==> src/design/cid_cfg.svh <==
// constants for the instruction decode and execute block
`ifndef CID_CFG_SVH
`define CID_CFG_SVH
// instruction field positions
`define CID_SREG_LO     8
`define CID_AD_BIT      7
`define CID_BW_BIT      6
`define CID_AS_LO       4
`define CID_DREG_LO     0
`define CID_JCOND_LO    10
`define CID_JOFS_MSB    9
`define CID_SGL_SEL_LO  6
// format tags
`define CID_DUAL_MIN    4'h4
`define CID_JUMP_TAG    3'h1
`define CID_SGL_TAG     6'h04
// register numbers
`define CID_REG_PC      4'h0
`define CID_REG_SR      4'h2
`define CID_REG_CG2     4'h3
// status register bit positions
`define CID_SR_C        0
`define CID_SR_Z        1
`define CID_SR_N        2
`define CID_SR_V        8
// constant generator values and stack step
`define CID_CG_ZERO     16'h0000
`define CID_CG_ONE      16'h0001
`define CID_CG_TWO      16'h0002
`define CID_CG_FOUR     16'h0004
`define CID_CG_EIGHT    16'h0008
`define CID_CG_ONES     16'hffff
`define CID_STACK_STEP  16'h0002
// cycle counts
`define CID_CYC_SRC_REG  3'h1
`define CID_CYC_SRC_IND  3'h2
`define CID_CYC_SRC_IDX  3'h3
`define CID_CYC_PC_EXTRA 3'h1
`define CID_CYC_IDX_COPY 3'h2
`define CID_CYC_IDX_ALU  3'h3
`define CID_CYC_STK_REG  3'h3
`define CID_CYC_STK_IND  3'h4
`define CID_CYC_STK_IDX  3'h5
`define CID_CYC_SGL_REG  3'h1
`define CID_CYC_SGL_IND  3'h3
`define CID_CYC_SGL_IDX  3'h4
`define CID_CYC_JUMP     3'h2
`define CID_CYC_INTERRUPT_RETURN_OP     3'h3
`define CID_CYC_ILLEGAL  3'h1
`endif

==> src/design/cid_pkg.sv <==
// types shared by the instruction decode and execute block
`default_nettype none
package cid_pkg;
  typedef enum logic [4:0] {
    copy_op, sum_op, sum_with_carry_op, difference_with_borrow_op, difference_op,
    compare_op, decimal_sum_op, mask_test_op, mask_clear_op, mask_set_op, xor_op,
    and_op, rotate_right_carry_op, byte_swap_op, shift_right_signed_op,
    sign_extend_op, push_op, call_op, interrupt_return_op, jump_op, illegal_op
  } cid_op_e;
  typedef enum logic [1:0] {
    st_idle = 2'h0, st_pop_status = 2'h1, st_pop_pc = 2'h3, st_store = 2'h2
  } cid_state_e;
  typedef struct packed {logic v; logic n; logic z; logic c;} cid_flags_s;
  typedef struct packed {
    logic        valid;
    logic [15:0] instr;
    logic [15:0] pc;
    logic [15:0] sp;
    logic [15:0] src_val;
    logic [15:0] dst_val;
    cid_flags_s  flags;
  } cid_issue_s;
  typedef struct packed {
    logic        req;
    logic        we;
    logic        byte_op;
    logic [15:0] addr;
    logic [15:0] wdata;
  } cid_mem_req_s;
  typedef struct packed {logic ack; logic [15:0] rdata;} cid_mem_rsp_s;
  typedef struct packed {
    logic        valid;
    logic        illegal;
    logic        byte_op;
    logic        src_const;
    logic        dst_wr;
    logic [3:0]  dst_reg;
    logic [15:0] result;
    logic        flag_wr;
    cid_flags_s  flags;
    logic        sr_wr;
    logic [15:0] sr;
    logic        pc_wr;
    logic [15:0] pc;
    logic        sp_wr;
    logic [15:0] sp;
    logic [2:0]  cycles;
  } cid_result_s;
endpackage
`default_nettype wire

==> src/design/cid_alu.sv <==
// arithmetic and logic unit with status flag generation
`default_nettype none
module cid_alu (
  input  wire cid_pkg::cid_op_e    op_in,
  input  wire logic                byte_in,
  input  wire logic [15:0]         src_in,
  input  wire logic [15:0]         dst_in,
  input  wire cid_pkg::cid_flags_s flags_in,
  output logic [15:0]              res_out,
  output cid_pkg::cid_flags_s      flags_out,
  output logic                     dst_wr_out,
  output logic                     flag_wr_out
);
  import cid_pkg::*;
  logic [15:0] mask_w, sm_w, dm_w, bm_w, r;
  logic        inv_w, cin_w, sum_c_w, sum_v_w, c_o, v_o, bcd_c;
  logic [16:0] sum_w;
  logic [15:0] bcd_r;
  logic [4:0]  dig;

  function automatic logic top(input logic [15:0] x, input logic b);
    top = b ? x[7] : x[15];
  endfunction

  // one adder serves sums, differences and compare
  assign mask_w  = byte_in ? 16'h00ff : 16'hffff;
  assign sm_w    = src_in & mask_w;
  assign dm_w    = dst_in & mask_w;
  assign inv_w   = op_in inside {difference_with_borrow_op, difference_op, compare_op};
  assign bm_w    = (inv_w ? ~src_in : src_in) & mask_w;
  // carry in: one for difference, old carry for borrow
  assign cin_w   = (op_in inside {difference_op, compare_op}) ? 1'b1 :
                   (op_in inside {sum_with_carry_op, difference_with_borrow_op}) ? flags_in.c : 1'b0;
  assign sum_w   = {1'b0, dm_w} + {1'b0, bm_w} + {16'h0000, cin_w};
  assign sum_c_w = byte_in ? sum_w[8] : sum_w[16];
  assign sum_v_w = (top(dm_w, byte_in) == top(bm_w, byte_in)) &&
                   (top(sum_w[15:0], byte_in) != top(dm_w, byte_in));

  // packed bcd, digit by digit; a byte stops after two digits
  always_comb begin
    bcd_r = 16'h0000;
    bcd_c = flags_in.c;
    dig   = 5'h00;
    for (int i = 0; i < 4; i++) begin
      if (!byte_in || i < 2) begin
        dig = {1'b0, dm_w[4*i +: 4]} + {1'b0, sm_w[4*i +: 4]} + {4'h0, bcd_c};
        bcd_c = dig > 5'h09;
        if (bcd_c) begin
          dig = dig + 5'h06;
        end
        bcd_r[4*i +: 4] = dig[3:0];
      end
    end
  end

  // result select and flag policy per operation
  always_comb begin
    r = dm_w;
    c_o = 1'b0;
    v_o = 1'b0;
    dst_wr_out = 1'b1;
    flag_wr_out = 1'b1;
    unique case (op_in)
      copy_op: begin
        r = sm_w;
        flag_wr_out = 1'b0;
      end
      sum_op, sum_with_carry_op, difference_with_borrow_op, difference_op: begin
        r = sum_w[15:0] & mask_w;
        c_o = sum_c_w;
        v_o = sum_v_w;
      end
      compare_op: begin
        r = sum_w[15:0] & mask_w;
        c_o = sum_c_w;
        v_o = sum_v_w;
        dst_wr_out = 1'b0;
      end
      decimal_sum_op: begin
        r = bcd_r;
        c_o = bcd_c;
      end
      mask_test_op, and_op: begin
        r = sm_w & dm_w;
        c_o = (r != 16'h0000);
        dst_wr_out = (op_in == and_op);
      end
      mask_clear_op: begin
        r = ~sm_w & dm_w;
        flag_wr_out = 1'b0;
      end
      mask_set_op: begin
        r = sm_w | dm_w;
        flag_wr_out = 1'b0;
      end
      xor_op: begin
        r = sm_w ^ dm_w;
        c_o = (r != 16'h0000);
        v_o = top(sm_w, byte_in) & top(dm_w, byte_in);
      end
      // old carry enters at the top
      rotate_right_carry_op: begin
        r = byte_in ? {8'h00, flags_in.c, dm_w[7:1]} : {flags_in.c, dm_w[15:1]};
        c_o = dm_w[0];
      end
      shift_right_signed_op: begin
        r = byte_in ? {8'h00, dm_w[7], dm_w[7:1]} : {dm_w[15], dm_w[15:1]};
        c_o = dm_w[0];
      end
      byte_swap_op: begin
        r = {dst_in[7:0], dst_in[15:8]};
        flag_wr_out = 1'b0;
      end
      sign_extend_op: begin
        r = {{8{dst_in[7]}}, dst_in[7:0]};
        c_o = (r != 16'h0000);
      end
      default: begin
        dst_wr_out = 1'b0;
        flag_wr_out = 1'b0;
      end
    endcase
  end

  assign res_out   = r;
  assign flags_out = '{v: v_o, n: top(r, byte_in), z: (r == 16'h0000), c: c_o};
endmodule
`default_nettype wire

==> src/design/cid_decode.sv <==
// instruction decode and execute sequencer with stack memory access
`include "cid_cfg.svh"
`default_nettype none
module cid_decode (
  input  wire logic                  clk_sys_in,
  input  wire logic                  sys_rst_in,
  input  wire cid_pkg::cid_issue_s   issue_in,
  output logic                       ready_out,
  output cid_pkg::cid_mem_req_s      mem_out,
  input  wire cid_pkg::cid_mem_rsp_s mem_in,
  output cid_pkg::cid_result_s       res_out
);
  import cid_pkg::*;

  logic [15:0]  ins_w, cg_val_w, src_w, opnd_w, jofs_w, jtarget_w, alu_res;
  logic [3:0]   opc_w, sreg_w, dreg_w, sgl_sel_w, cg_reg_w;
  logic [1:0]   as_w;
  logic [2:0]   jcond_w, cyc_w, src_cyc_w, stk_cyc_w, sgl_cyc_w;
  logic [7:0]   cond_vec_w;
  logic         ad_w, is_dual, is_jump, is_sgl, byte_op_w, cg_hit_w, src_reg_w;
  logic         jtaken_w, take_w, alu_dst_wr, alu_flag_wr;
  cid_op_e      op_w, sgl_op_w;
  cid_flags_s   alu_flags;
  cid_state_e   state_q, state_d;
  cid_result_s  res_q, res_d, issue_res_w;
  cid_mem_req_s mem_q, mem_d, issue_mem_w;

  // field extraction
  assign ins_w     = issue_in.instr;
  assign opc_w     = ins_w[15:12];
  assign sreg_w    = ins_w[`CID_SREG_LO +: 4];
  assign dreg_w    = ins_w[`CID_DREG_LO +: 4];
  assign ad_w      = ins_w[`CID_AD_BIT];
  assign as_w      = ins_w[`CID_AS_LO +: 2];
  assign sgl_sel_w = ins_w[`CID_SGL_SEL_LO +: 4];
  assign jcond_w   = ins_w[`CID_JCOND_LO +: 3];

  assign is_dual = (opc_w >= `CID_DUAL_MIN);
  assign is_jump = (ins_w[15:13] == `CID_JUMP_TAG);
  assign is_sgl  = (ins_w[15:10] == `CID_SGL_TAG);

  // single-operand selector; unused selector codes are illegal
  always_comb begin
    unique case (sgl_sel_w)
      4'h0, 4'h1: sgl_op_w = rotate_right_carry_op;
      4'h2:       sgl_op_w = byte_swap_op;
      4'h4, 4'h5: sgl_op_w = shift_right_signed_op;
      4'h6:       sgl_op_w = sign_extend_op;
      4'h8, 4'h9: sgl_op_w = push_op;
      4'ha:       sgl_op_w = call_op;
      4'hc:       sgl_op_w = interrupt_return_op;
      default:    sgl_op_w = illegal_op;
    endcase
  end

  // dual code minus four is the operation index
  // anything unmatched becomes the illegal operation
  assign op_w = is_dual ? cid_op_e'({1'b0, 4'(opc_w - `CID_DUAL_MIN)}) :
                is_jump ? jump_op : is_sgl ? sgl_op_w : illegal_op;

  // byte select only where the format defines it
  assign byte_op_w = ins_w[`CID_BW_BIT] &&
                     (is_dual || (op_w inside {rotate_right_carry_op,
                                               shift_right_signed_op, push_op}));

  // constant generator on r3 any mode, r2 indirect modes
  assign cg_reg_w = is_dual ? sreg_w : dreg_w;
  assign cg_hit_w = (is_dual || is_sgl) &&
                    (cg_reg_w == `CID_REG_CG2 || (cg_reg_w == `CID_REG_SR && as_w[1]));
  assign cg_val_w = (cg_reg_w == `CID_REG_SR) ? (as_w[0] ? `CID_CG_EIGHT : `CID_CG_FOUR) :
                    (as_w == 2'h0) ? `CID_CG_ZERO : (as_w == 2'h1) ? `CID_CG_ONE :
                    (as_w == 2'h2) ? `CID_CG_TWO : `CID_CG_ONES;
  assign src_w    = (is_dual && cg_hit_w) ? cg_val_w : issue_in.src_val;
  assign opnd_w   = (is_sgl && cg_hit_w) ? cg_val_w : issue_in.dst_val;

  // condition table indexed by selector, last entry always true
  assign cond_vec_w = {1'b1,
                       issue_in.flags.n != issue_in.flags.v,
                       issue_in.flags.n == issue_in.flags.v,
                       issue_in.flags.n, issue_in.flags.c, !issue_in.flags.c,
                       issue_in.flags.z, !issue_in.flags.z};
  assign jtaken_w   = cond_vec_w[jcond_w];
  // sign extend the offset and shift it left once
  assign jofs_w     = {{5{ins_w[`CID_JOFS_MSB]}}, ins_w[`CID_JOFS_MSB:0], 1'b0};
  // target is the current pc plus doubled offset
  assign jtarget_w  = issue_in.pc + jofs_w;

  // source mode 00 register, 01 indexed, 1x indirect
  assign src_reg_w = (as_w == 2'h0) || cg_hit_w;
  // source class sets the base count
  assign src_cyc_w = src_reg_w ? `CID_CYC_SRC_REG :
                     (as_w == 2'h1) ? `CID_CYC_SRC_IDX : `CID_CYC_SRC_IND;
  assign stk_cyc_w = src_reg_w ? `CID_CYC_STK_REG :
                     (as_w == 2'h1) ? `CID_CYC_STK_IDX : `CID_CYC_STK_IND;
  assign sgl_cyc_w = src_reg_w ? `CID_CYC_SGL_REG :
                     (as_w == 2'h1) ? `CID_CYC_SGL_IDX : `CID_CYC_SGL_IND;

  // cycle count per format; indexed destination costs more than a pc destination
  always_comb begin
    cyc_w = `CID_CYC_ILLEGAL;
    if (is_dual) begin
      // destination adds copy or alu penalty
      if (ad_w) begin
        cyc_w = 3'(src_cyc_w + ((op_w == copy_op) ? `CID_CYC_IDX_COPY : `CID_CYC_IDX_ALU));
      end else if (dreg_w == `CID_REG_PC) begin
        cyc_w = 3'(src_cyc_w + `CID_CYC_PC_EXTRA);
      end else begin
        cyc_w = src_cyc_w;
      end
    end else if (op_w == jump_op) begin
      cyc_w = `CID_CYC_JUMP;
    end else if (op_w == interrupt_return_op) begin
      cyc_w = `CID_CYC_INTERRUPT_RETURN_OP;
    end else if (op_w inside {push_op, call_op}) begin
      cyc_w = stk_cyc_w;
    end else if (op_w != illegal_op) begin
      cyc_w = sgl_cyc_w;
    end
  end

  // shared datapath for all dual and single operations
  cid_alu u_alu (
    .op_in       (op_w),
    .byte_in     (byte_op_w),
    .src_in      (src_w),
    .dst_in      (opnd_w),
    .flags_in    (issue_in.flags),
    .res_out     (alu_res),
    .flags_out   (alu_flags),
    .dst_wr_out  (alu_dst_wr),
    .flag_wr_out (alu_flag_wr)
  );

  assign ready_out = (state_q == st_idle);
  assign take_w    = issue_in.valid && ready_out;

  // completion record for the instruction being taken
  always_comb begin
    issue_res_w           = '0;
    issue_res_w.valid     = !(op_w inside {push_op, call_op, interrupt_return_op});
    issue_res_w.illegal   = (op_w == illegal_op);
    issue_res_w.byte_op   = byte_op_w;
    issue_res_w.src_const = cg_hit_w;
    issue_res_w.dst_wr    = alu_dst_wr;
    issue_res_w.dst_reg   = dreg_w;
    issue_res_w.result    = alu_res;
    issue_res_w.flag_wr   = alu_flag_wr;
    issue_res_w.flags     = alu_flags;
    issue_res_w.pc        = issue_in.pc;
    issue_res_w.sp        = issue_in.sp;
    issue_res_w.cycles    = cyc_w;
    // pc only moves when the condition holds
    if (op_w == jump_op) begin
      issue_res_w.pc_wr = jtaken_w;
      issue_res_w.pc    = jtaken_w ? jtarget_w : issue_in.pc;
    end
    if (op_w inside {push_op, call_op}) begin
      issue_res_w.sp_wr = 1'b1;
      issue_res_w.sp    = issue_in.sp - `CID_STACK_STEP;
    end
    // call then loads the operand into pc
    if (op_w == call_op) begin
      issue_res_w.pc_wr = 1'b1;
      issue_res_w.pc    = opnd_w;
    end
  end

  // first memory access of a stack operation
  always_comb begin
    issue_mem_w         = '0;
    issue_mem_w.req     = op_w inside {push_op, call_op, interrupt_return_op};
    issue_mem_w.we      = op_w inside {push_op, call_op};
    issue_mem_w.byte_op = byte_op_w;
    // first pop reads at the current sp
    issue_mem_w.addr    = (op_w == interrupt_return_op) ? issue_in.sp :
                          issue_in.sp - `CID_STACK_STEP;
    // the return pc is what goes on the stack for a call
    issue_mem_w.wdata   = (op_w == call_op) ? issue_in.pc :
                          (byte_op_w ? {8'h00, opnd_w[7:0]} : opnd_w);
  end

  // sequencer: a request stays up until acknowledged
  always_comb begin
    state_d     = state_q;
    res_d       = res_q;
    res_d.valid = 1'b0;
    mem_d       = mem_q;
    unique case (state_q)
      st_idle: begin
        if (take_w) begin
          res_d   = issue_res_w;
          mem_d   = issue_mem_w;
          state_d = (op_w == interrupt_return_op) ? st_pop_status :
                    (op_w inside {push_op, call_op}) ? st_store : st_idle;
        end
      end
      st_store: begin
        if (mem_in.ack) begin
          mem_d.req   = 1'b0;
          res_d.valid = 1'b1;
          state_d     = st_idle;
        end
      end
      // status word first; it restores all four flags
      st_pop_status: begin
        if (mem_in.ack) begin
          res_d.sr      = mem_in.rdata;
          res_d.sr_wr   = 1'b1;
          res_d.flag_wr = 1'b1;
          res_d.flags   = '{v: mem_in.rdata[`CID_SR_V], n: mem_in.rdata[`CID_SR_N],
                            z: mem_in.rdata[`CID_SR_Z], c: mem_in.rdata[`CID_SR_C]};
          mem_d.addr    = mem_q.addr + `CID_STACK_STEP;
          state_d       = st_pop_pc;
        end
      end
      // then pc, with post-increment of sp
      st_pop_pc: begin
        if (mem_in.ack) begin
          mem_d.req   = 1'b0;
          res_d.pc    = mem_in.rdata;
          res_d.pc_wr = 1'b1;
          res_d.sp_wr = 1'b1;
          res_d.sp    = mem_q.addr + `CID_STACK_STEP;
          res_d.valid = 1'b1;
          state_d     = st_idle;
        end
      end
    endcase
  end

  // state and registered outputs
  always_ff @(posedge clk_sys_in or posedge sys_rst_in) begin
    if (sys_rst_in) begin
      state_q <= st_idle;
      res_q   <= '0;
      mem_q   <= '0;
    end else begin
      state_q <= state_d;
      res_q   <= res_d;
      mem_q   <= mem_d;
    end
  end

  assign mem_out = mem_q;
  assign res_out = res_q;
endmodule
`default_nettype wire

==> config.mk <==
export PLATFORM = sky130hd
export DESIGN_NAME = cid_decode
export DESIGN_NICKNAME = d
export VERILOG_FILES = /design/src/design/cid_pkg.sv /design/src/design/cid_alu.sv /design/src/design/cid_decode.sv
export VERILOG_INCLUDE_DIRS = /design/src /design/src/design
export SDC_FILE = /design/constraint.sdc
export NUM_CORES = 1
export LEC_CHECK = 0
export ABC_AREA = 1
export BUFFER_PORTS_ARGS = -buffer_cell sky130_fd_sc_hd__buf_2
export CORE_MARGIN = 4
export CORE_UTILIZATION = 57
export DETAILED_ROUTE_END_ITERATION = 10
export GPL_TIMING_DRIVEN = 0
export PLACE_DENSITY_LB_ADDON = 0.3
export RECOVER_POWER = 100
export SLEW_MARGIN = 10
export SYNTH_ARGS = -nofsm -noshare
export SYNTH_HDL_FRONTEND = slang
export SYNTH_HIERARCHICAL = 1
export SYNTH_SLANG_ARGS = --single-unit
==> constraint.sdc <==
create_clock -name clk_sys_in -period 4.3 [get_ports clk_sys_in]
set_input_delay 0.215 -clock clk_sys_in [delete_from_list [all_inputs] [get_ports clk_sys_in]]
set_output_delay 0.215 -clock clk_sys_in [all_outputs]
set_load 0.05 [all_outputs]
==> impl_results.md <==
- Status: finished with violations
- Failing checks: max-capacitance violations, max-slew violations, negative setup slack
- Vias in the first global route: 15800
- Top cell by count, worst path: fa_2
- Nature of the critical path endpoint: register
- FILL cells: 1864
- Crit path max-delay family: adder cells
- Cell area after synthesis: 0.0128 mm2
- Starting Density: 58.4%
- DRC: 0
- Main area contributors after synthesis: dfrtp_1 (23%), nand2_1 (18%), ha_1 (8.6%), inv_1 (7.5%), nand3_1 (6.4%)
- EDFF count, synth: 0
- Fin util: 74.1%
- Setup Viol. Count Final: 19
- Reg clk slew, reported paths: 0.07 ns
- Slowest CP cell: fa_2
- Fmax: 133 MHz
- Die Area: 0.0249 mm2
- Hold Fails Final Rpt: 0
- Leak: 8.48 nW
- CTS tree: built
- Routed Antenna Nets: 0
- Tot GR Track Use: 44.0%
- FF+latch area: 0.00300 mm2
- Vias per inst: 6.08
- Post-synth cell types: 56
- Root buf cell: clkbuf_16
- DR WL/cell: 21.3 um
- HP Class: input pin to register
- Slew Limit Fails: 123
- Sw frac: 56.8%
- Register area share after synthesis: 23.4%
- Worst Path Max Fanout: 6
- Min-Delay Path Depth: 2
- Port buffer count: 223
- First-pass GRT wire length: 85200 um
- Psw: 5.25 mW
- Final non-filler cell total: 2678
- Placed cell areas: 0.0145 mm2
- Max_cap viols: 2
- Synthesis Warnings: 6
- Width of the die: 158 um
- RSZ-0062 raised after global routing: yes
- Violation count after the first detailed-route iteration: 2143
- CP Launch Type: input pin
- Part of the power in combinational logic: 61.4%
- DPL Wire Length: 41900 um
- Core footprint: 0.0220 mm2
- Skew-Pair Late Insertion Delay: 0.43 ns
- Layout area overhead: 26.9%
- Initial antenna violation count: 0
- Pwr dens: 568 mW/mm2
- Crit path DAT: 7.86 ns
- Final net count: 2587
- Final instance area: 0.0163 mm2
- Routed via count: 16300
- Crit-path max cell delay: 0.54 ns
- Post-synthesis register bit count: 120
- CP Buf/Inv Count: 11
- Post-synth top flop: dfrtp_1
- Fraction of layout cells with a size suffix above 1: 20.2%
- Mapped Nets: 2252
- Maximum vdd drop: 0.402 mV
- Placed insts: 2553
- Minimum clock period: 7.49 ns
- Commonest cells after routing, fill and taps aside: nand2_1 (574), inv_1 (230), nor2_1 (200)
- Die Ht: 158 um
- Clock network power share: 16.1%
- Pint: 3.99 mW
- Multi-input combinational cell area: 0.00907 mm2
- Required time of the critical path: 4.66 ns
- Post-Syn Instances: 2049
- Clock sinks: 120
- Share of the synthesized area in the top cell type: 23.4%
- CTS buffer count: 17
- Most common cell after layout, fill and taps aside: nand2_1
- Worst Tran Pin Value: 2.43 ns
- Setup CP Type: input pin to register
- Post-Route WL: 57000 um
- Worst setup margin: -3.19 ns
- Relative slew margins: -62.9%
- Pre-antenna DRT Iters: 7
- Pin count of the biggest net entering global routing: 68
- R2R cell count: 7
- Gpl congestion: 1.07
- # IOs: 224
- CP Depth: 53
- Async SR Flop Fraction: 100%
- GR Overflow Total: 0
- H-Tree Depth: 4
- FP Rows: 54
- Clock Path Buffers: 2
- Worst slack at placement: -4.03 ns
- Area leader, netlist: dfrtp_1
- Syn avg cell area: 6.25 um2
- Final period utilization: 174%
- Register share of total power: 22.5%
- Clk_skew: 0.00930 ns
logic make-up (layout without fill, tap and decap cells):
family,after synthesis,count (layout),synth area share (%)
AOI/OAI and AO/OA,332,332,15.0
xor gates and xnor gates,49,49,3.35
adders and majority gates,99,99,10.3
buffers and inverters,347,695,11.1
DFF,120,120,23.4
muxes,1,1,0.0879
other,0,1,0
and+or+nand+nor,1101,1101,36.7
flip-flops by register name, summed over array words and instances (netlist names):
signal,cells
res_out,83
mem_out,35
state_q,2
worst paths after layout:
kind / start / to / slack [ns]
worst max-delay path: issue_in[82] / res_out[55]$_DFFE_PP0P_ / -3.19
worst min-delay path: mem_in[16] / state_q[0]$_DFFE_PP0P_ / 0.03
worst max register to register: state_q[1]$_DFFE_PP0P_ / res_out[57]$_DFFE_PP0P_ / 1.70
worst min register to register: res_out[37]$_DFFE_PP0P_ / res_out[37]$_DFFE_PP0P_ / 0.48
max in group asynchronous: sys_rst_in / mem_out[15]$_DFFE_PP0P_ / 0.71
min in group asynchronous: sys_rst_in / mem_out[19]$_DFFE_PP0P_ / 1.02
per-layer routing:
metal | track usage [%] | wire [um] | vias up
li1 | - | - | 7282
met1 | 50.9 | 19800 | 7396
met2 | 72.4 | 25500 | 1269
met3 | 8.94 | 6620 | 345
met4 | 32.0 | 4960 | 0
met5 | 0 | 0 | -
stage by stage:
| stage | setup TNS (ns) | hold slack [ns] | power [mW] |
|---|---|---|---|
| after detailed placement | -37.77 | 0.305 | 7.17 |
| final | -32.34 | 0.0283 | 9.23 |
| after global placement | -89.11 | 0.455 | 7.06 |
| after CTS | -35.95 | 0.0252 | 9.11 |
| after global routing | -36.57 | 0.0300 | 9.65 |
| after floorplan | -23.65 | 0.305 | 5.69 |
power by group through the flow:
stage          clock [mW]  sequential (mW)  combinational, mW
3_5_place_dp            0             2.05               5.12
6_report             1.48             2.08               5.67
2_1_floorplan           0             3.69               2.00
3_3_place_gp            0             2.03               5.02
5_1_grt              1.53             2.12               6.01
4_1_cts              1.48             2.03               5.60
Yosys cell counts (3+ instances only):
master / count
nand2_1: 622
inv_1: 257
nor2_1: 210
nand3_1: 165
a21oi_1: 126
dfrtp_1: 120
o21ai_0: 91
ha_1: 88
xor2_1: 35
clkbuf_1: 30
a31oi_1: 26
nand4_1: 25
buf_2: 24
inv_2: 19
o21ai_1: 19
xnor2_1: 14
a22o_1: 13
nand2_2: 12
a21oi_2: 11
fa_1: 11
nor3_1: 11
nor4_1: 10
o211ai_1: 10
nand3b_1: 9
nor2_2: 9
buf_6: 8
o22ai_1: 8
buf_4: 6
nand3_2: 6
nor2_4: 6
a22oi_1: 5
and2_1: 5
nand2_4: 4
or2_2: 3
area by class of cell:
type                    instances  share of cell area (%)
diodes                          1                  0.0154
plain buffers                  69                    2.45
clock buffers                  18                    2.70
clock inverters                14                    1.02
inverters                     277                    6.54
multi-input cells            1582                    55.7
flip-flops and latches        120                    18.5
well taps                     280                    2.15
repair buffers                317                    10.9
timing repair:
item / in CTS / in global routing
resized for setup: 75 / 134
endpoints found under the setup margin: 16 / 18
hold endpoints to repair: 53 / 0
pin swaps: 55 / 54
gates cloned: 0 / 1
setup buffers: 118 / 34
hold buffers: 1 / 0
Note: power is estimated with default switching activity, not from simulation.
